## src/dsl_rx_pkg.sv

```systemverilog
package dsl_rx_pkg;
  // Register word indices, byte address is four times the index
  localparam logic [7:0] IDX_OPS_LOW = 8'h61;
  localparam logic [7:0] IDX_CMD1 = 8'h90;
  localparam logic [7:0] IDX_CMD2 = 8'h91;
  localparam logic [7:0] IDX_BLK_BITS = 8'h92;
  localparam logic [7:0] IDX_SBITS = 8'h93;
  localparam logic [7:0] IDX_SYNC = 8'hA1;
  localparam logic [7:0] IDX_COMMON1 = 8'hC0;
  localparam logic [7:0] IDX_RESYNC = 8'hD8;
  localparam logic [7:0] IDX_OPS_HIGH = 8'hE0;
  localparam logic [7:0] IDX_IND_A = 8'hE2;
  localparam logic [7:0] IDX_IND_B = 8'hE3;
  localparam logic [7:0] IDX_SIG = 8'hE4;
  localparam logic [7:0] IDX_STAT1 = 8'hE5;
  localparam logic [7:0] IDX_STAT2 = 8'hE6;
  localparam logic [7:0] IDX_TALLY = 8'hE8;
  // Field positions
  localparam int ACQ_LSB = 0;
  localparam int LOSE_LSB = 3;
  localparam int TOL_LSB = 0;
  localparam int DSC_SEL_BIT = 4;
  localparam int DSC_EN_BIT = 5;
  localparam int RATE_LSB = 0;
  // Reset values of the control fields
  localparam logic [2:0] ACQ_RST = 3'h2;
  localparam logic [2:0] LOSE_RST = 3'h6;
  localparam logic [3:0] TOL_RST = 4'hC;
  localparam logic [7:0] BLK_BITS_RST = 8'h08;
  localparam logic [3:0] SBITS_RST = 4'h0;
  localparam logic [13:0] SYNC_RST_VAL = 14'h0000;
  // Frame geometry, in bits after the sync word
  localparam int SYNC_W = 14;
  localparam logic [13:0] SIGN_MASK = 14'h2AAA;
  localparam logic [15:0] IND_HEAD = 16'h0002;
  localparam logic [15:0] OH_SEG = 16'h000A;
  localparam logic [15:0] BLKS_PER_GROUP = 16'h000C;
  localparam logic [15:0] STUFF_BITS = 16'h0004;
  localparam logic [15:0] SIDE = 16'h0002;
  localparam logic [15:0] SYNC_LAST = 16'h000D;
  localparam logic [15:0] CRC_OFF0 = 16'h0004;
  localparam logic [15:0] CRC_OFF1 = 16'h0005;
  localparam logic [15:0] EOC_OFF_MAX = 16'h0003;
  localparam logic [15:0] IND_OFF_MIN = 16'h0006;
  localparam logic [15:0] EOC5_OFF = 16'h0009;
  // Signal buffer refresh in blocks: 6, 3, 2, 1 ms of a 48-block frame
  localparam logic [3:0][5:0] SIG_BLKS = {6'h08, 6'h10, 6'h18, 6'h30};
  localparam logic [13:0] CRC_POLY = 14'h0003;

  typedef enum logic [1:0] {ST_HUNT, ST_CONFIRM, ST_LOCKED, ST_FALTER} frm_state_t;

  typedef struct packed {
    logic [2:0] acq;
    logic [2:0] lose;
    logic [3:0] tol;
    logic dsc_en;
    logic dsc_sel;
    logic [7:0] blk_bits;
    logic [3:0] sbits;
    logic [1:0] rate;
    logic [13:0] sync;
  } cfg_t;

  typedef struct packed {
    logic valid;
    logic data;
  } bit_ev_t;
endpackage

```

## src/crc6_check.sv

```systemverilog
`timescale 1ns/100ps
// Serial remainder for x^6+x+1, first covered bit is the highest power
module crc6_check
  import dsl_rx_pkg::*;
(
  input wire logic clk,
  input wire logic rst,
  input wire logic clr,
  input bit_ev_t din,
  output logic [5:0] rem_o
);
  logic [5:0] crc_r; // Running remainder
  logic fb; // Feedback bit
  logic [5:0] upd; // Remainder after this bit

  assign fb = din.data ^ crc_r[5];
  assign upd = {crc_r[4:0], 1'b0} ^ (fb ? CRC_POLY[5:0] : 6'h00);
  // Includes the bit arriving now, so frame end sees the last bit
  assign rem_o = din.valid ? upd : crc_r;

  // Clear wins at the frame boundary
  always_ff @(posedge clk or posedge rst) begin
    if (rst) begin
      crc_r <= 6'h00;
    end else if (clr) begin
      crc_r <= 6'h00;
    end else if (din.valid) begin
      crc_r <= upd;
    end
  end
endmodule

```

## src/lfsr23_descrambler.sv

```systemverilog
`timescale 1ns/100ps
// Self-synchronising 23-stage descrambler, one stage per received bit
module lfsr23_descrambler
  import dsl_rx_pkg::*;
(
  input wire logic clk,
  input wire logic rst,
  input wire logic enable,
  input wire logic sel,
  input bit_ev_t din,
  output logic dout
);
  logic [22:0] stg_r; // Past received line bits
  logic tap; // Selected inner tap

  // Inner tap 18 or 5, outer tap always 23
  assign tap = sel ? stg_r[4] : stg_r[17];
  assign dout = enable ? (din.data ^ tap ^ stg_r[22]) : din.data;

  // Shift in the scrambled line bit
  always_ff @(posedge clk or posedge rst) begin
    if (rst) begin
      stg_r <= 23'h000000;
    end else if (din.valid) begin
      stg_r <= {stg_r[21:0], din.data};
    end
  end
endmodule

```

## src/dsl_frame_receiver.sv

```systemverilog
`timescale 1ns/100ps
// Function
// - Sign/magnitude pairs map to four quats
// - Frame tick once per frame after sync
// - Resync write forces hunting state
// - Hunt compares pattern at every bit
// - Sign-inverted pattern also accepted
// - Inverted find sets flag, inverts signs
// - Confirm checks two stuff-dependent positions
// - Count confirms, lock at acquire setting
// - Confirm miss returns to hunting
// - Locked drops to faltering on error, to hunting if lose setting is 0 or 1
// - Faltering uses tolerance, widens search
// - Faltering counts misses to lose setting
// - Exact sync while faltering relocks
// - Check bits compared with previous CRC
// - Error sets flag, bumps tally
// - Same CRC as transmit side
// - Optional descramble except sync word
// - 23-stage descrambler, taps selectable
// - Overhead bits demuxed into registers
// - Signal buffer refresh at 3/2/1 ms points within a frame, none at frame end, so none at the 6 ms setting
// - Sync word is fourteen bits
// - Zero or four stuff bits
// - 48 blocks in four groups
// - CRC x^6+x+1 skips sync, stuff, check
module dsl_frame_receiver
  import dsl_rx_pkg::*;
(
  input wire logic CLOCK,
  input wire logic RST,
  input wire logic PSEL,
  input wire logic PENABLE,
  input wire logic PWRITE,
  input wire logic [9:0] PADDR,
  input wire logic [31:0] PWDATA,
  output logic [31:0] PRDATA,
  output logic PREADY,
  output logic PSLVERR,
  input wire logic BIT_CLK_IN,
  input wire logic RX_LINE_DATA,
  output logic RX_FRAME_TICK
);
  // Bus side
  logic [7:0] idx; // Word index
  logic acc_done; // Completing access edge
  logic wr_done; // Write takes effect
  logic rd_done; // Read data taken
  logic [15:0] rd_word; // Read mux
  logic mapped; // Known index
  logic pready_r; // Answer one cycle into access
  logic [31:0] prdata_r; // Read data
  logic pslverr_r; // Unmapped answer
  cfg_t cfg_r; // Control registers
  logic resync; // Resync strobe write

  // Link sampling
  logic clk_s1_r, clk_s2_r, clk_s3_r; // Bit clock synchroniser
  logic dat_s1_r, dat_s2_r; // Line data synchroniser
  logic step; // Rising bit clock edge
  logic raw; // Line bit as received

  // Framer
  frm_state_t st_r, st_nxt; // Sync state
  logic [2:0] cnt_r, cnt_nxt; // State count
  logic [15:0] p_r, p_nxt; // Bits since last sync end
  logic pol_r, pol_nxt; // Line polarity swapped
  logic side_r, side_nxt; // Early side match seen
  logic [13:0] sr_r, sr_n; // Last 14 raw bits
  logic [13:0] exp_w; // Expected sync form
  logic exact; // Full match
  logic tolm; // Match within tolerance
  logic [4:0] agree; // Agreeing bits
  logic [3:0] cnt_inc; // Count plus one
  logic [15:0] g, s1, s2, s3, endp, pn0, pn1; // Frame positions
  logic at_pn; // One of the two sync positions

  // Data path
  logic live; // Not hunting
  logic in_data; // Before the next sync
  logic in1, in2, in3, in_oh, head; // Overhead regions
  logic [15:0] off; // Offset in overhead segment
  logic crc_bit; // Check bit position
  logic payload; // Payload block bit
  logic corr; // Polarity-corrected bit
  logic d; // Descrambled bit
  logic fe; // Last bit of frame
  logic [5:0] rem; // CRC over this frame
  logic err; // Block error at frame end
  logic [2:0] quat_r; // Last decoded symbol
  logic sgn_r; // Sign half of pair
  logic [12:0] ind_w_r, ind_w_nxt, ind_r; // Indicator work and visible
  logic [12:0] eoc_w_r, eoc_w_nxt, eoc_r; // Ops channel work and visible
  logic [5:0] crcrx_r; // Received check bits
  logic [5:0] pcrc_r; // CRC of previous frame
  logic pvalid_r; // Previous frame exists
  logic errflag_r; // Block error flag
  logic [7:0] tally_r, tally_nxt; // Block error tally
  logic [7:0] bb_r; // Bit in block
  logic [5:0] sigcnt_r; // Blocks since signal update
  logic [7:0] sigw_r, sig_r; // Signal bits work and visible
  logic blk_end; // Last bit of a block
  logic sig_upd; // Signal refresh point
  logic tick_r; // Frame tick
  bit_ev_t dsc_in, crc_in; // Bit events to sub-blocks

  // 2B1Q mapping of sign and magnitude
  function automatic logic [2:0] quat(input logic s, input logic m);
    unique case ({s, m})
      2'b10: quat = 3'h3;
      2'b11: quat = 3'h1;
      2'b01: quat = 3'h7;
      2'b00: quat = 3'h5;
    endcase
  endfunction

  // Count of agreeing bits
  function automatic logic [4:0] ones(input logic [13:0] v);
    ones = 5'h00;
    for (int i = 0; i < SYNC_W; i++) begin
      ones = ones + {4'h0, v[i]};
    end
  endfunction

  // Bus decode
  assign idx = PADDR[9:2];
  assign acc_done = PSEL & PENABLE & pready_r;
  assign wr_done = acc_done & PWRITE;
  assign rd_done = acc_done & ~PWRITE;
  assign resync = wr_done & (idx == IDX_RESYNC);
  assign mapped = (idx == IDX_OPS_LOW) | (idx == IDX_CMD1) | (idx == IDX_CMD2)
    | (idx == IDX_BLK_BITS) | (idx == IDX_SBITS) | (idx == IDX_SYNC)
    | (idx == IDX_COMMON1) | (idx == IDX_RESYNC) | (idx == IDX_OPS_HIGH)
    | (idx == IDX_IND_A) | (idx == IDX_IND_B) | (idx == IDX_SIG)
    | (idx == IDX_STAT1) | (idx == IDX_STAT2) | (idx == IDX_TALLY);
  assign rd_word = (idx == IDX_OPS_LOW) ? {8'h00, eoc_r[7:0]}
    : (idx == IDX_CMD1) ? {10'h000, cfg_r.lose, cfg_r.acq}
    : (idx == IDX_CMD2) ? {10'h000, cfg_r.dsc_en, cfg_r.dsc_sel, cfg_r.tol}
    : (idx == IDX_BLK_BITS) ? {8'h00, cfg_r.blk_bits}
    : (idx == IDX_SBITS) ? {12'h000, cfg_r.sbits}
    : (idx == IDX_SYNC) ? {2'h0, cfg_r.sync}
    : (idx == IDX_COMMON1) ? {14'h0000, cfg_r.rate}
    : (idx == IDX_OPS_HIGH) ? {11'h000, eoc_r[12:8]}
    : (idx == IDX_IND_A) ? {8'h00, ind_r[7:0]}
    : (idx == IDX_IND_B) ? {11'h000, ind_r[12:8]}
    : (idx == IDX_SIG) ? {8'h00, sig_r}
    : (idx == IDX_STAT1) ? {9'h000, pol_r, st_r, 1'b0, quat_r}
    : (idx == IDX_STAT2) ? {10'h000, errflag_r, 2'h0, cnt_r}
    : (idx == IDX_TALLY) ? {8'h00, tally_r} : 16'h0000;

  // Answer: ready one cycle after access phase opens
  always_ff @(posedge CLOCK or posedge RST) begin
    if (RST) begin
      pready_r <= 1'b0;
      prdata_r <= 32'h00000000;
      pslverr_r <= 1'b0;
    end else begin
      pready_r <= PSEL & PENABLE & ~pready_r;
      // Error stands only with ready, never after it
      pslverr_r <= PSEL & PENABLE & ~pready_r & ~mapped;
      // Read data moves only on reads, writes leave it standing
      if (PSEL & PENABLE & ~pready_r & ~PWRITE) begin
        prdata_r <= {16'h0000, rd_word};
      end
    end
  end

  // Control register writes
  always_ff @(posedge CLOCK or posedge RST) begin
    if (RST) begin
      cfg_r <= '{ACQ_RST, LOSE_RST, TOL_RST, 1'b0, 1'b0, BLK_BITS_RST, SBITS_RST,
        2'h0, SYNC_RST_VAL};
    end else if (wr_done) begin
      if (idx == IDX_CMD1) begin
        cfg_r.acq <= PWDATA[ACQ_LSB +: 3];
        cfg_r.lose <= PWDATA[LOSE_LSB +: 3];
      end
      if (idx == IDX_CMD2) begin
        cfg_r.tol <= PWDATA[TOL_LSB +: 4];
        cfg_r.dsc_sel <= PWDATA[DSC_SEL_BIT];
        cfg_r.dsc_en <= PWDATA[DSC_EN_BIT];
      end
      if (idx == IDX_BLK_BITS) begin
        cfg_r.blk_bits <= PWDATA[7:0];
      end
      if (idx == IDX_SBITS) begin
        cfg_r.sbits <= PWDATA[3:0];
      end
      if (idx == IDX_SYNC) begin
        cfg_r.sync <= PWDATA[13:0];
      end
      if (idx == IDX_COMMON1) begin
        cfg_r.rate <= PWDATA[RATE_LSB +: 2];
      end
    end
  end

  // Bit clock and data pass two flops before use
  always_ff @(posedge CLOCK or posedge RST) begin
    if (RST) begin
      {clk_s1_r, clk_s2_r, clk_s3_r, dat_s1_r, dat_s2_r} <= 5'h00;
    end else begin
      {clk_s1_r, clk_s2_r, clk_s3_r} <= {BIT_CLK_IN, clk_s1_r, clk_s2_r};
      {dat_s1_r, dat_s2_r} <= {RX_LINE_DATA, dat_s1_r};
    end
  end
  assign step = clk_s2_r & ~clk_s3_r;
  assign raw = dat_s2_r;

  // four groups of twelve blocks with overhead between
  assign g = 16'(cfg_r.blk_bits) * BLKS_PER_GROUP;
  assign s1 = IND_HEAD + g;
  assign s2 = s1 + OH_SEG + g;
  assign s3 = s2 + OH_SEG + g;
  assign endp = s3 + OH_SEG + g;
  // nominal end or four stuff bits later
  assign pn0 = endp + SYNC_LAST;
  assign pn1 = pn0 + STUFF_BITS;
  assign at_pn = (p_r == pn0) | (p_r == pn1);
  assign sr_n = {sr_r[12:0], raw};
  assign exp_w = pol_r ? (cfg_r.sync ^ SIGN_MASK) : cfg_r.sync;
  assign exact = (sr_n == exp_w);
  assign agree = ones(~(sr_n ^ exp_w));
  assign tolm = (agree >= {1'b0, cfg_r.tol});
  assign cnt_inc = {1'b0, cnt_r} + 4'h1;

  // Framer next state
  always_comb begin
    st_nxt = st_r;
    cnt_nxt = cnt_r;
    p_nxt = step ? (p_r + 16'h0001) : p_r;
    pol_nxt = pol_r;
    side_nxt = side_r;
    if (step) begin
      unique case (st_r)
        ST_HUNT: begin
          if ((sr_n == cfg_r.sync) || (sr_n == (cfg_r.sync ^ SIGN_MASK))) begin
            st_nxt = ST_CONFIRM;
            cnt_nxt = 3'h0;
            pol_nxt = (sr_n != cfg_r.sync);
            p_nxt = 16'h0000;
          end
        end
        ST_CONFIRM: begin
          if (at_pn && exact) begin
            p_nxt = 16'h0000;
            if (cnt_inc >= {1'b0, cfg_r.acq}) begin
              st_nxt = ST_LOCKED;
              cnt_nxt = 3'h0;
            end else begin
              cnt_nxt = cnt_inc[2:0];
            end
          end else if (p_r == pn1) begin
            st_nxt = ST_HUNT;
            cnt_nxt = 3'h0;
          end
        end
        ST_LOCKED: begin
          if (at_pn && exact) begin
            p_nxt = 16'h0000;
          end else if (p_r == pn1) begin
            st_nxt = (cfg_r.lose <= 3'h1) ? ST_HUNT : ST_FALTER;
            cnt_nxt = 3'h1;
            p_nxt = STUFF_BITS;
            side_nxt = 1'b0;
          end
        end
        ST_FALTER: begin
          if (at_pn && exact) begin
            st_nxt = ST_LOCKED;
            cnt_nxt = 3'h0;
            p_nxt = 16'h0000;
            side_nxt = 1'b0;
          end else if (at_pn && tolm) begin
            p_nxt = 16'h0000;
            side_nxt = 1'b0;
          end else if ((p_r == pn0 - SIDE) && tolm) begin
            // early side quat, kept for later
            side_nxt = 1'b1;
          end else if ((p_r == pn0) && side_r) begin
            p_nxt = SIDE;
            side_nxt = 1'b0;
          end else if (((p_r == pn0 + SIDE) || (p_r == pn1 + SIDE)) && tolm) begin
            p_nxt = 16'h0000;
            side_nxt = 1'b0;
          end else if (p_r == pn1 + SIDE) begin
            cnt_nxt = cnt_inc[2:0];
            st_nxt = (cnt_inc >= {1'b0, cfg_r.lose}) ? ST_HUNT : ST_FALTER;
            p_nxt = STUFF_BITS + SIDE;
            side_nxt = 1'b0;
          end
        end
      endcase
    end
    if (resync) begin
      st_nxt = ST_HUNT;
      cnt_nxt = 3'h0;
    end
  end

  // Framer registers
  always_ff @(posedge CLOCK or posedge RST) begin
    if (RST) begin
      st_r <= ST_HUNT;
      {cnt_r, p_r, pol_r, side_r, sr_r} <= 35'h000000000;
    end else begin
      st_r <= st_nxt;
      {cnt_r, p_r, pol_r, side_r} <= {cnt_nxt, p_nxt, pol_nxt, side_nxt};
      if (step) begin
        sr_r <= sr_n;
      end
    end
  end

  // Frame regions
  assign live = (st_r != ST_HUNT);
  assign in_data = (p_r < endp);
  assign head = (p_r < IND_HEAD);
  assign in1 = (p_r >= s1) && (p_r < s1 + OH_SEG);
  assign in2 = (p_r >= s2) && (p_r < s2 + OH_SEG);
  assign in3 = (p_r >= s3) && (p_r < s3 + OH_SEG);
  assign in_oh = in1 | in2 | in3;
  assign off = in1 ? (p_r - s1) : in2 ? (p_r - s2) : (p_r - s3);
  assign crc_bit = in_oh && ((off == CRC_OFF0) || (off == CRC_OFF1));
  assign payload = in_data & ~head & ~in_oh;
  // sign bits inverted on a swapped line
  assign corr = raw ^ (pol_r & ~p_r[0]);
  // sync and stuff bits bypass the descrambler
  assign dsc_in = '{step & live & in_data, corr};
  // sync, stuff and check bits not covered
  assign crc_in = '{step & live & in_data & ~crc_bit, d};
  assign fe = step & live & (p_r == endp - 16'h0001);
  // current check bits against previous frame
  assign err = fe & pvalid_r & (crcrx_r != pcrc_r);
  assign blk_end = step & live & payload & (bb_r == cfg_r.blk_bits - 8'h01);
  assign sig_upd = blk_end & ((sigcnt_r + 6'h01) == SIG_BLKS[cfg_r.rate]);

  lfsr23_descrambler u_dsc (
    .clk(CLOCK),
    .rst(RST),
    .enable(cfg_r.dsc_en),
    .sel(cfg_r.dsc_sel),
    .din(dsc_in),
    .dout(d)
  );

  // same remainder as the transmit generator
  crc6_check u_crc (
    .clk(CLOCK),
    .rst(RST),
    .clr(fe | ~live),
    .din(crc_in),
    .rem_o(rem)
  );

  always_comb begin
    ind_w_nxt = ind_w_r;
    eoc_w_nxt = eoc_w_r;
    if (step && live && in_data) begin
      if (head) begin
        ind_w_nxt[4'(16'hC - p_r)] = d;
      end else if (in_oh && (off <= EOC_OFF_MAX)) begin
        eoc_w_nxt[4'((in1 ? 16'hC : in2 ? 16'h7 : 16'h3) - off)] = d;
      end else if (in1 && (off == EOC5_OFF)) begin
        eoc_w_nxt[8] = d;
      end else if (in_oh && (off >= IND_OFF_MIN)) begin
        ind_w_nxt[4'((in1 ? 16'h10 : in2 ? 16'hD : 16'h9) - off)] = d;
      end
    end
  end

  // Block error tally clears on read, a new error wins
  assign tally_nxt = (rd_done && (idx == IDX_TALLY)) ? 8'h00 : tally_r;

  // Frame-end processing, CRC and error count
  always_ff @(posedge CLOCK or posedge RST) begin
    if (RST) begin
      {pcrc_r, crcrx_r, pvalid_r, errflag_r, tally_r, tick_r} <= 23'h000000;
    end else begin
      tick_r <= fe;
      if (step && live && crc_bit) begin
        crcrx_r <= {crcrx_r[4:0], d};
      end
      if (fe) begin
        pcrc_r <= rem;
      end
      pvalid_r <= live & (pvalid_r | fe);
      errflag_r <= err | (errflag_r & ~(rd_done && (idx == IDX_STAT2)));
      tally_r <= (err && (tally_nxt != 8'hFF)) ? (tally_nxt + 8'h01) : tally_nxt;
    end
  end

  // Overhead work and visible copies
  always_ff @(posedge CLOCK or posedge RST) begin
    if (RST) begin
      {ind_w_r, eoc_w_r, ind_r, eoc_r} <= 52'h0000000000000;
    end else begin
      ind_w_r <= ind_w_nxt;
      eoc_w_r <= eoc_w_nxt;
      if (fe) begin
        ind_r <= ind_w_nxt;
        eoc_r <= eoc_w_nxt;
      end
    end
  end

  // Signal bits and block position
  always_ff @(posedge CLOCK or posedge RST) begin
    if (RST) begin
      {bb_r, sigcnt_r, sigw_r, sig_r} <= 30'h00000000;
    end else if (!live || fe) begin
      bb_r <= 8'h00;
      sigcnt_r <= 6'h00;
    end else if (step && payload) begin
      bb_r <= blk_end ? 8'h00 : (bb_r + 8'h01);
      if (bb_r < {4'h0, cfg_r.sbits}) begin
        sigw_r <= {sigw_r[6:0], d};
      end
      if (blk_end) begin
        sigcnt_r <= sig_upd ? 6'h00 : (sigcnt_r + 6'h01);
      end
      if (sig_upd) begin
        sig_r <= (bb_r < {4'h0, cfg_r.sbits}) ? {sigw_r[6:0], d} : sigw_r;
      end
    end
  end

  // Symbol decode of corrected pairs
  always_ff @(posedge CLOCK or posedge RST) begin
    if (RST) begin
      {sgn_r, quat_r} <= 4'h0;
    end else if (step && live && in_data) begin
      if (!p_r[0]) begin
        sgn_r <= corr;
      end else begin
        quat_r <= quat(sgn_r, corr);
      end
    end
  end

  assign PRDATA = prdata_r;
  assign PREADY = pready_r;
  assign PSLVERR = pslverr_r;
  assign RX_FRAME_TICK = tick_r;
endmodule

```

## config.mk

```make
export PLATFORM = sky130hd
export DESIGN_NAME = dsl_frame_receiver
export DESIGN_NICKNAME = d
export VERILOG_FILES = /design/src/dsl_rx_pkg.sv /design/src/crc6_check.sv /design/src/lfsr23_descrambler.sv /design/src/dsl_frame_receiver.sv
export SDC_FILE = /design/constraint.sdc
export NUM_CORES = 1
export LEC_CHECK = 0
export ABC_AREA = 1
export BUFFER_PORTS_ARGS = -buffer_cell sky130_fd_sc_hd__clkbuf_2
export CAP_MARGIN = 20
export CORE_MARGIN = 1
export CORE_UTILIZATION = 50
export CTS_CLUSTER_DIAMETER = 80
export DETAILED_ROUTE_END_ITERATION = 8
export GPL_ROUTABILITY_DRIVEN = 1
export PLACE_DENSITY_LB_ADDON = 0.2
export SLEW_MARGIN = 20
export SYNTH_ARGS = -nofsm -noshare
export SYNTH_HDL_FRONTEND = slang
export SYNTH_SLANG_ARGS = --single-unit
```

## constraint.sdc

```tcl
create_clock -name CLOCK -period 9.9 [get_ports CLOCK]
set_input_delay 0.495 -clock CLOCK [delete_from_list [all_inputs] [get_ports CLOCK]]
set_output_delay 0.495 -clock CLOCK [all_outputs]
set_load 0.05 [all_outputs]
```

==> reports/qor.yml, run 1 <==
worst_hold_path:
  min_to: "clk_s1_r$_DFF_PP0_"
  worstHoldPathCells: 1
  hold_start: "BIT_CLK_IN"
  hold_path.class: "input port to flip-flop"
drt:
  first_pass_iters: 8
  dr_wl_met2_mm: 28.0
  drt-met1-wl_mm: 27.1
  via_count: 19200
  antenna_left: 0
  post-route-drc-count: 0
  dr.max_layer_used: "met4"
  drtIter0Drc: 1274
  wl_met3_mm: 3.18
  drt_wl_total_mm: 61.1
  avgRoutedWirePerCell_um: 17.3
  routed_via_density: 5.42
global_routing:
  antenna_found_initial: 1
  overflow: 0
  grt_max_degree: 116
  grt_pass1_wl_mm: 97.4
  grt.total_usage_pct: 29.8
  grt_pass1_vias: 18200
sta:
  fmax_mhz: 111
  worst_pin_slew_ns: 0.989
  drv_slew: 0
  period_share_pct: 91.3
  setup-violations-final: 0
  max_slew_margin_pct: 33.4
  rsz0062_at_grt: "no"
  final_hold_viol_count: 0
  final.min_clock_period_ns: 9.04
  setup_tns_ns: 0
  skew_ns: 0.0271
clock_tree:
  tritoncts: "built"
  cts_resized: 0
  cts_buffers: 28
  insertion_delay_ns: 0.56
  cts_hold_buf: 0
  numClockSinks: 235
  clockRootBuffer: "clkbuf_16"
  post_cts.repair.setup_buffers: 0
  clk_path_buf_depth: 3
  clk_pin_slew_ns: 0.06
  cts_max_level: 1
setup_path:
  slowest_stage: "dfrtp_1"
  crit_fanout: 14
  r2r_cells: 42
  required_ns: 10.31
  reg2reg_slack_ns: 0.86
  r2r-end: "p_r[15]$_DFF_PP0_"
  r2r-start: "cfg_r[21]$_DFFE_PP0P_"
  critPathKind: "flip-flop to flip-flop"
  crit_path_start_kind: "flip-flop"
  path_common_cell: "nand2_1"
  slowest_delay_ns: 0.80
  critPathArrivalTime_ns: 9.45
  end_kind: "flip-flop"
logic_synthesis:
  synth_area_per_cell_sq_um: 6.94
  syn-cell-area_sq_um: 20300
  ys_seq_area_share_pct: 28.9
  synthAdderAreaFrac_pct: 11.6
  synth_edf_count: 0
  yosysUniqueCellTypes: 69
  yosys_warnings: 0
  ys_seq_elements: 235
  netlist_instances: 2931
  synth_mux_area_share_pct: 0.517
  synthXorXnorAreaFrac_pct: 5.72
  synth-main-ff-cell: "dfrtp_1"
  yosys.area_share.simple_pct: 31.1
  synth_compound_area_share_pct: 12.1
  synth_top_family_by_area: "simple AND/OR/NAND/NOR gates"
  ys_async_sr_fraction_pct: 100
die:
  start_util_pct: 51.0
  fp-row-count: 73
  die-height_um: 204
  dieArea_sq_um: 41500
  io_pins: 84
  core_sq_um: 39900
  die_x_um: 204
finish:
  layoutNonFillerInstCount: 3531
  final_cell_mix: "nand2_1, inv_1, nor2_1"
  final_nets: 3213
  area_growth_pct: 8.89
  final_common_cell: "nand2_1"
  drive_gt1_share_pct: 8.39
place:
  placed_cells: 3478
  port_buffers: 45
  gp_congestion: 0.975
  dp_hpwl_mm: 48.1
outcome:
  outcome: "finished clean"
run:
  max_cap_violations: 0
power_and_ir_drop:
  p_leak_nw: 11.8
  powerDensity_nw_per_um2: 223
  peakVddDrop_mv: 0.231
-- registers in the layout, indices dropped and copies added (netlist names), 3 cells and up, named ones only --
name         cells
cfg_r           40
u_dsc.stg_r     23
p_r             15
PRDATA          14
eoc_r           13
eoc_w_r         13
ind_r           13
ind_w_r         13
sr_r            13
bb_r             8
sig_r            8
sigw_r           8
tally_r          8
crcrx_r          6
pcrc_r           6
sigcnt_r         6
u_crc.crc_r      6
cnt_r            3
quat_r           3
-- power by group --
group | leakage [nW] | total, W | switching (W) | internal [W]
sequential | 2.91 | 0.00123 | 0.000127 | 0.00110
clock | 0.496 | 0.00112 | 0.000426 | 0.000696
combinational | 8.39 | 0.00260 | 0.00179 | 0.000810
total | 11.8 | 0.00495 | 0.00234 | 0.00261
-- logic make-up after synthesis --
logic type      Yosys count
simple gates           1429
buf+inv                 507
compound gates          435
flops                   235
fa+ha+maj               181
xor+xnor                132
mux                      10
other cells               2
-- through the flow --
step	area (sq um)	power (W)	hold slack (ns)	util, %	worst slack (ns)
after floorplan	20400	0.00310	0.331	-	2.52
after global placement	21100	0.00371	0.336	52.9	1.14
after detailed placement	21100	0.00379	0.342	52.9	1.02
after CTS	22100	0.00493	0.0218	55.5	0.978
after global routing	22100	0.00535	0.0250	55.5	0.0798
final	22200	0.00495	0.0356	55.5	0.858
-- layer usage --
layer	vias to the layer above	track usage, %
met5	-	0
li1	9546	-
met4	0	13.1
met3	142	3.02
met2	546	49.4
met1	8919	39.3
-- synthesized netlist by cell type, drive strengths merged, types with 36 or more instances --
cell type | instances | area, sq um
nor3 | 36 | 190
xor2 | 90 | 788
nand3 | 216 | 1170
xnor2 | 42 | 375
inv | 437 | 1650
dfrtp | 229 | 5730
nand2 | 806 | 3210
a21oi | 126 | 649
ha | 168 | 2100
o21ai | 222 | 1130
nor2 | 270 | 1110
nand4 | 44 | 275
-- area by class of cell --
class / count / area (sq um)
clock inverters: 14 / 188
well taps: 525 / 657
multi-input cells: 2206 / 12500
flip-flops and latches: 235 / 5890
diodes: 2 / 5.00
fillers: 3894 / 17800
inverters: 446 / 1690
repair buffers: 66 / 383
clock buffers: 37 / 836
-- worst max-delay path, delay by kind of cell, from the launching register on --
family | cells | cell delay [ns]
AOI/OAI and AO/OA | 1 | 0.32
xor gates and xnor gates | 4 | 1.15
and+or+nand+nor | 28 | 4.11
adders and majority gates | 4 | 1.71
DFF | 1 | 0.80
buffers and inverters | 5 | 0.78
-- worst max-delay path by stage --
stage,start,to,cells past startpoint
finish,cfg_r[21]$_DFFE_PP0P_,p_r[15]$_DFF_PP0_,42
global route,cfg_r[21]$_DFFE_PP0P_,eoc_r[10]$_DFFE_PP0P_,53
CTS,cfg_r[21]$_DFFE_PP0P_,p_r[15]$_DFF_PP0_,54
detailed placement,cfg_r[21]$_DFFE_PP0P_,p_r[15]$_DFF_PP0_,54
global placement,cfg_r[21]$_DFFE_PP0P_,p_r[15]$_DFF_PP0_,48
floorplan,cfg_r[21]$_DFFE_PP0P_,eoc_r[12]$_DFFE_PP0P_,51
No activity file was read; power rests on OpenSTA's default activity.
==> run 2, diff against run 1 <==
HOLD_SLACK_MARGIN = 0.06   (was unset)
==> reports/qor.yml, run 2 (synthesized netlist as in run 1, its figures left out) <==
outcome:
  outcome: "finished clean"
global_routing:
  antenna_found_initial: 1
  grt.total_usage_pct: 29.8
  overflow: 0
  grt_max_degree: 116
  grt_pass1_wl_mm: 97.5
  grt_pass1_vias: 18200
finish:
  largest_register: "cfg_r"
  stdcell_area_sq_um: 22200
  drive_gt1_share_pct: 8.38
  final_common_cell: "nand2_1"
  final_nets: 3215
  layoutNonFillerInstCount: 3533
  final_cell_mix: "nand2_1, inv_1, nor2_1"
  largest_register_ffs: 40
  area_growth_pct: 8.99
power_and_ir_drop:
  switching_share_pct: 47.4
  clockPowerShare_pct: 22.6
  pwr-share-seq_pct: 24.7
  pwr-share-comb_pct: 52.6
  powerDensity_nw_per_um2: 224
  peakVddDrop_mv: 0.231
  p_leak_nw: 11.8
  p_int_w: 0.00261
  power.switching_w: 0.00235
die:
  die_x_um: 204
  core_sq_um: 39900
  fp-row-count: 73
  die-height_um: 204
  start_util_pct: 51.0
  io_pins: 84
  dieArea_sq_um: 41500
clock_tree:
  numClockSinks: 235
  clk_path_buf_depth: 3
  cts_buffers: 28
  clockRootBuffer: "clkbuf_16"
  insertion_delay_ns: 0.56
  clk_pin_slew_ns: 0.06
  tritoncts: "built"
  cts_max_level: 1
  cts_resized: 0
  post_cts.repair.setup_buffers: 0
  cts_hold_buf: 2
sta:
  setup_ws_ns: 0.849
  final_hold_viol_count: 0
  setup_tns_ns: 0
  fmax_mhz: 110
  drv_slew: 0
  rsz0062_at_grt: "no"
  max_slew_margin_pct: 36.2
  final.min_clock_period_ns: 9.05
  skew_ns: 0.0296
  hold_ws_ns: 0.0776
  worst_pin_slew_ns: 0.948
  period_share_pct: 91.4
  setup-violations-final: 0
drt:
  drtIter0Drc: 1404
  avgRoutedWirePerCell_um: 17.3
  antenna_left: 0
  first_pass_iters: 6
  via_count: 19200
  routed_via_density: 5.44
  post-route-drc-count: 0
  drt_wl_total_mm: 61.2
setup_path:
  reg2reg_slack_ns: 0.85
  crit_fanout: 14
  critPathArrivalTime_ns: 9.46
  crit_path_start_kind: "flip-flop"
  path_depth: 42
  critical-path-top-delay-family: "simple AND/OR/NAND/NOR gates"
  crit_path_end: "p_r[15]$_DFF_PP0_"
  critPathBufInv: 5
  path_common_cell: "nand2_1"
  critPathKind: "flip-flop to flip-flop"
  required_ns: 10.31
  r2r-start: "cfg_r[21]$_DFFE_PP0P_"
  critPathLaunch: "cfg_r[21]$_DFFE_PP0P_"
  end_kind: "flip-flop"
  slowest_delay_ns: 0.80
  r2r-end: "p_r[15]$_DFF_PP0_"
  r2r_cells: 42
  slowest_stage: "dfrtp_1"
place:
  place_area_sq_um: 21100
  port_buffers: 45
  gp_congestion: 0.975
  place_ws_ns: 1.02
  dp_hpwl_mm: 48.1
  placed_cells: 3478
run:
  max_cap_violations: 0
worst_hold_path:
  hold_path.class: "input port to asynchronous set/reset pin"
-- run 2: cell count changes in the layout (fill, tap and decap cells not counted) --
cell | before | now
dlygate4sd3_1 | 0 | 2
-- run 2: how the worst min path moves through the flow --
| stage | slack, ns | cells after the start | endpoint | from |
|---|---|---|---|---|
| after CTS | 0.13 | 2 | eoc_w_r[11]$_DFF_PP0_ | RST |
| after global placement | 0.34 | 0 | dat_s2_r$_DFF_PP0_ | dat_s1_r$_DFF_PP0_ |
| after global routing | 0.15 | 2 | sigcnt_r[0]$_DFFE_PP0P_ | RST |
| final | 0.08 | 2 | sigcnt_r[0]$_DFFE_PP0P_ | RST |
| after floorplan | 0.33 | 0 | clk_s2_r$_DFF_PP0_ | clk_s1_r$_DFF_PP0_ |
| after detailed placement | 0.34 | 0 | clk_s2_r$_DFF_PP0_ | clk_s1_r$_DFF_PP0_ |
-- run 2: layer usage --
metal | global-route usage [%] | routed length (um) | vias to the layer above
met2 | 49.4 | 28100 | 584
li1 | - | - | 9557
met5 | 0 | 0 | -
met1 | 39.3 | 27100 | 8950
met3 | 3.02 | 3210 | 139
met4 | 13.1 | 2790 | 0
-- run 2: power groups by stage --
stage	logic [W]	clock network (W)	registers, W
3_5_place_dp	0.00254	0	0.00124
2_1_floorplan	0.00188	0	0.00122
3_3_place_gp	0.00248	0	0.00124
5_1_grt	0.00294	0.00117	0.00125
6_report	0.00261	0.00112	0.00123
4_1_cts	0.00256	0.00114	0.00123
-- run 2: per-stage QoR --
| stage | util [%] | power [W] |
|---|---|---|
| finish | 55.6 | 0.00496 |
| global placement | 52.9 | 0.00371 |
| detailed placement | 52.9 | 0.00379 |
| global route | 55.5 | 0.00535 |
| CTS | 55.5 | 0.00493 |
| floorplan | - | 0.00310 |
-- run 2: final cells by class --
class	instances	area [sq um]
inverters	446	1690
multi-input cells	2206	12500
diodes	2	5.00
clock buffers	37	836
clock inverters	14	188
fillers	3891	17700
flip-flops and latches	235	5890
well taps	525	657
repair buffers	68	403
==> run 3, diff against run 2 <==
CORE_UTILIZATION = 64   (was 50)
GPL_TIMING_DRIVEN = 0   (was unset)
==> reports/qor.yml, run 3 (synthesized netlist as in run 1, its figures left out) <==
outcome:
  outcome: "finished clean"
setup_path:
  path_common_cell: "nand2_1"
  critPathLaunch: "cfg_r[20]$_DFFE_PP0P_"
  end_kind: "flip-flop"
  required_ns: 10.30
  slowest_delay_ns: 0.55
  critPathKind: "flip-flop to flip-flop"
  crit_path_end: "sigcnt_r[1]$_DFFE_PP0P_"
  slowest_stage: "dfrtp_2"
  reg2reg_slack_ns: 0.75
  r2r-start: "cfg_r[20]$_DFFE_PP0P_"
  critPathArrivalTime_ns: 9.55
  crit_fanout: 13
  crit_path_start_kind: "flip-flop"
  r2r_cells: 54
  r2r-end: "sigcnt_r[1]$_DFFE_PP0P_"
sta:
  fmax_mhz: 109
  final_hold_viol_count: 0
  setup_tns_ns: 0
  skew_ns: 0.0165
  drv_slew: 0
  setup-violations-final: 0
  rsz0062_at_grt: "no"
  final.min_clock_period_ns: 9.15
  max_slew_margin_pct: 31.4
  period_share_pct: 92.5
  worst_pin_slew_ns: 1.02
clock_tree:
  insertion_delay_ns: 0.53
  numClockSinks: 235
  tritoncts: "built"
  cts_buffers: 24
  clk_path_buf_depth: 3
  cts_max_level: 1
  clockRootBuffer: "clkbuf_16"
  clk_pin_slew_ns: 0.06
power_and_ir_drop:
  peakVddDrop_mv: 0.292
  p_leak_nw: 11.8
  powerDensity_nw_per_um2: 214
global_routing:
  grt.total_usage_pct: 37.2
  grt_max_degree: 111
  antenna_found_initial: 0
  grt_pass1_vias: 19000
  grt_pass1_wl_mm: 96.9
  overflow: 0
place:
  gp_congestion: 1.03
  place_area_sq_um: 21200
  port_buffers: 45
  dp_hpwl_mm: 47.7
die:
  dieArea_sq_um: 32500
  io_pins: 84
  die-height_um: 180
  start_util_pct: 65.8
  fp-row-count: 64
  core_sq_um: 30900
  die_x_um: 180
finish:
  final_cell_mix: "nand2_1, inv_1, nor2_1"
  final_common_cell: "nand2_1"
  stdcell_area_sq_um: 22000
  diodes: 0
  largest_register: "cfg_r"
  area_growth_pct: 8.36
  final_nets: 3252
  largest_register_ffs: 40
  drive_gt1_share_pct: 8.49
run:
  max_cap_violations: 0
drt:
  first_pass_iters: 6
  post-route-drc-count: 0
  drtIter0Drc: 1964
  routed_via_density: 5.77
  antenna_left: 0
  via_count: 19800
  avgRoutedWirePerCell_um: 17.4
  drt_wl_total_mm: 59.7
worst_hold_path:
  hold_path.class: "input port to flip-flop"
## run 3: per-stage QoR
stage | cells | setup WS [ns] | hold slack, ns | power (W) | utilization [%]
5_1_grt | 3435 | 0.0731 | 0.0608 | 0.00512 | 71.3
2_1_floorplan | 2948 | 2.52 | 0.331 | 0.00310 | -
4_1_cts | 3435 | 0.291 | 0.0657 | 0.00468 | 71.3
6_report | 3435 | 0.747 | 0.0761 | 0.00473 | 71.3
3_5_place_dp | 3391 | 0.322 | 0.347 | 0.00373 | 68.6
3_3_place_gp | 3389 | 0.458 | 0.332 | 0.00363 | 68.4
## run 3: layout make-up
class	instances	area (sq um)
Timing Repair Buffer	48	290
Sequential cell	235	5890
Buffer	61	334
Clock buffer	31	667
Tap cell	396	495
Fill cell	2569	8860
Clock inverter	12	159
Multi-Input combinational cell	2206	12500
Inverter	446	1690
## run 3: worst min path at each step
stage	to	depth (start not counted)	from	slack, ns
6_report	dat_s1_r$_DFF_PP0_	1	RX_LINE_DATA	0.08
5_1_grt	dat_s1_r$_DFF_PP0_	1	RX_LINE_DATA	0.06
4_1_cts	dat_s1_r$_DFF_PP0_	1	RX_LINE_DATA	0.07
3_5_place_dp	clk_s2_r$_DFF_PP0_	0	clk_s1_r$_DFF_PP0_	0.35
3_3_place_gp	dat_s2_r$_DFF_PP0_	0	dat_s1_r$_DFF_PP0_	0.33
2_1_floorplan	clk_s2_r$_DFF_PP0_	0	clk_s1_r$_DFF_PP0_	0.33
## run 3: worst max-delay path, delay by kind of cell, from the launching register on
| kind | cells | cell delay [ns] |
|---|---|---|
| buffers and inverters | 12 | 1.42 |
| AOI/OAI and AO/OA | 9 | 1.18 |
| xor gates and xnor gates | 2 | 0.53 |
| adders and majority gates | 5 | 1.84 |
| DFF | 1 | 0.55 |
| and+or+nand+nor | 26 | 3.47 |
## run 3: layer usage
layer | GRT usage, % | up-vias | routed length, um
li1 | - | 9649 | -
met1 | 47.7 | 9096 | 24300
met2 | 61.2 | 877 | 27000
met3 | 4.97 | 186 | 4790
met4 | 20.2 | 0 | 3620
met5 | 0 | - | 0
## run 3: repair_timing
item | CTS | global route
setup endpoints to repair | 0 | 94
endpoints found under the hold margin | 36 | 0
gates resized for setup | 0 | 8
buffers inserted | 0 | 0
hold buffers | 1 | 0
## run 3: where the power goes
part           leakage [nW]  switching (W)  internal [W]
Combinational          8.50        0.00172      0.000819
Clock                 0.402       0.000388      0.000557
Sequential             2.91       0.000143       0.00110
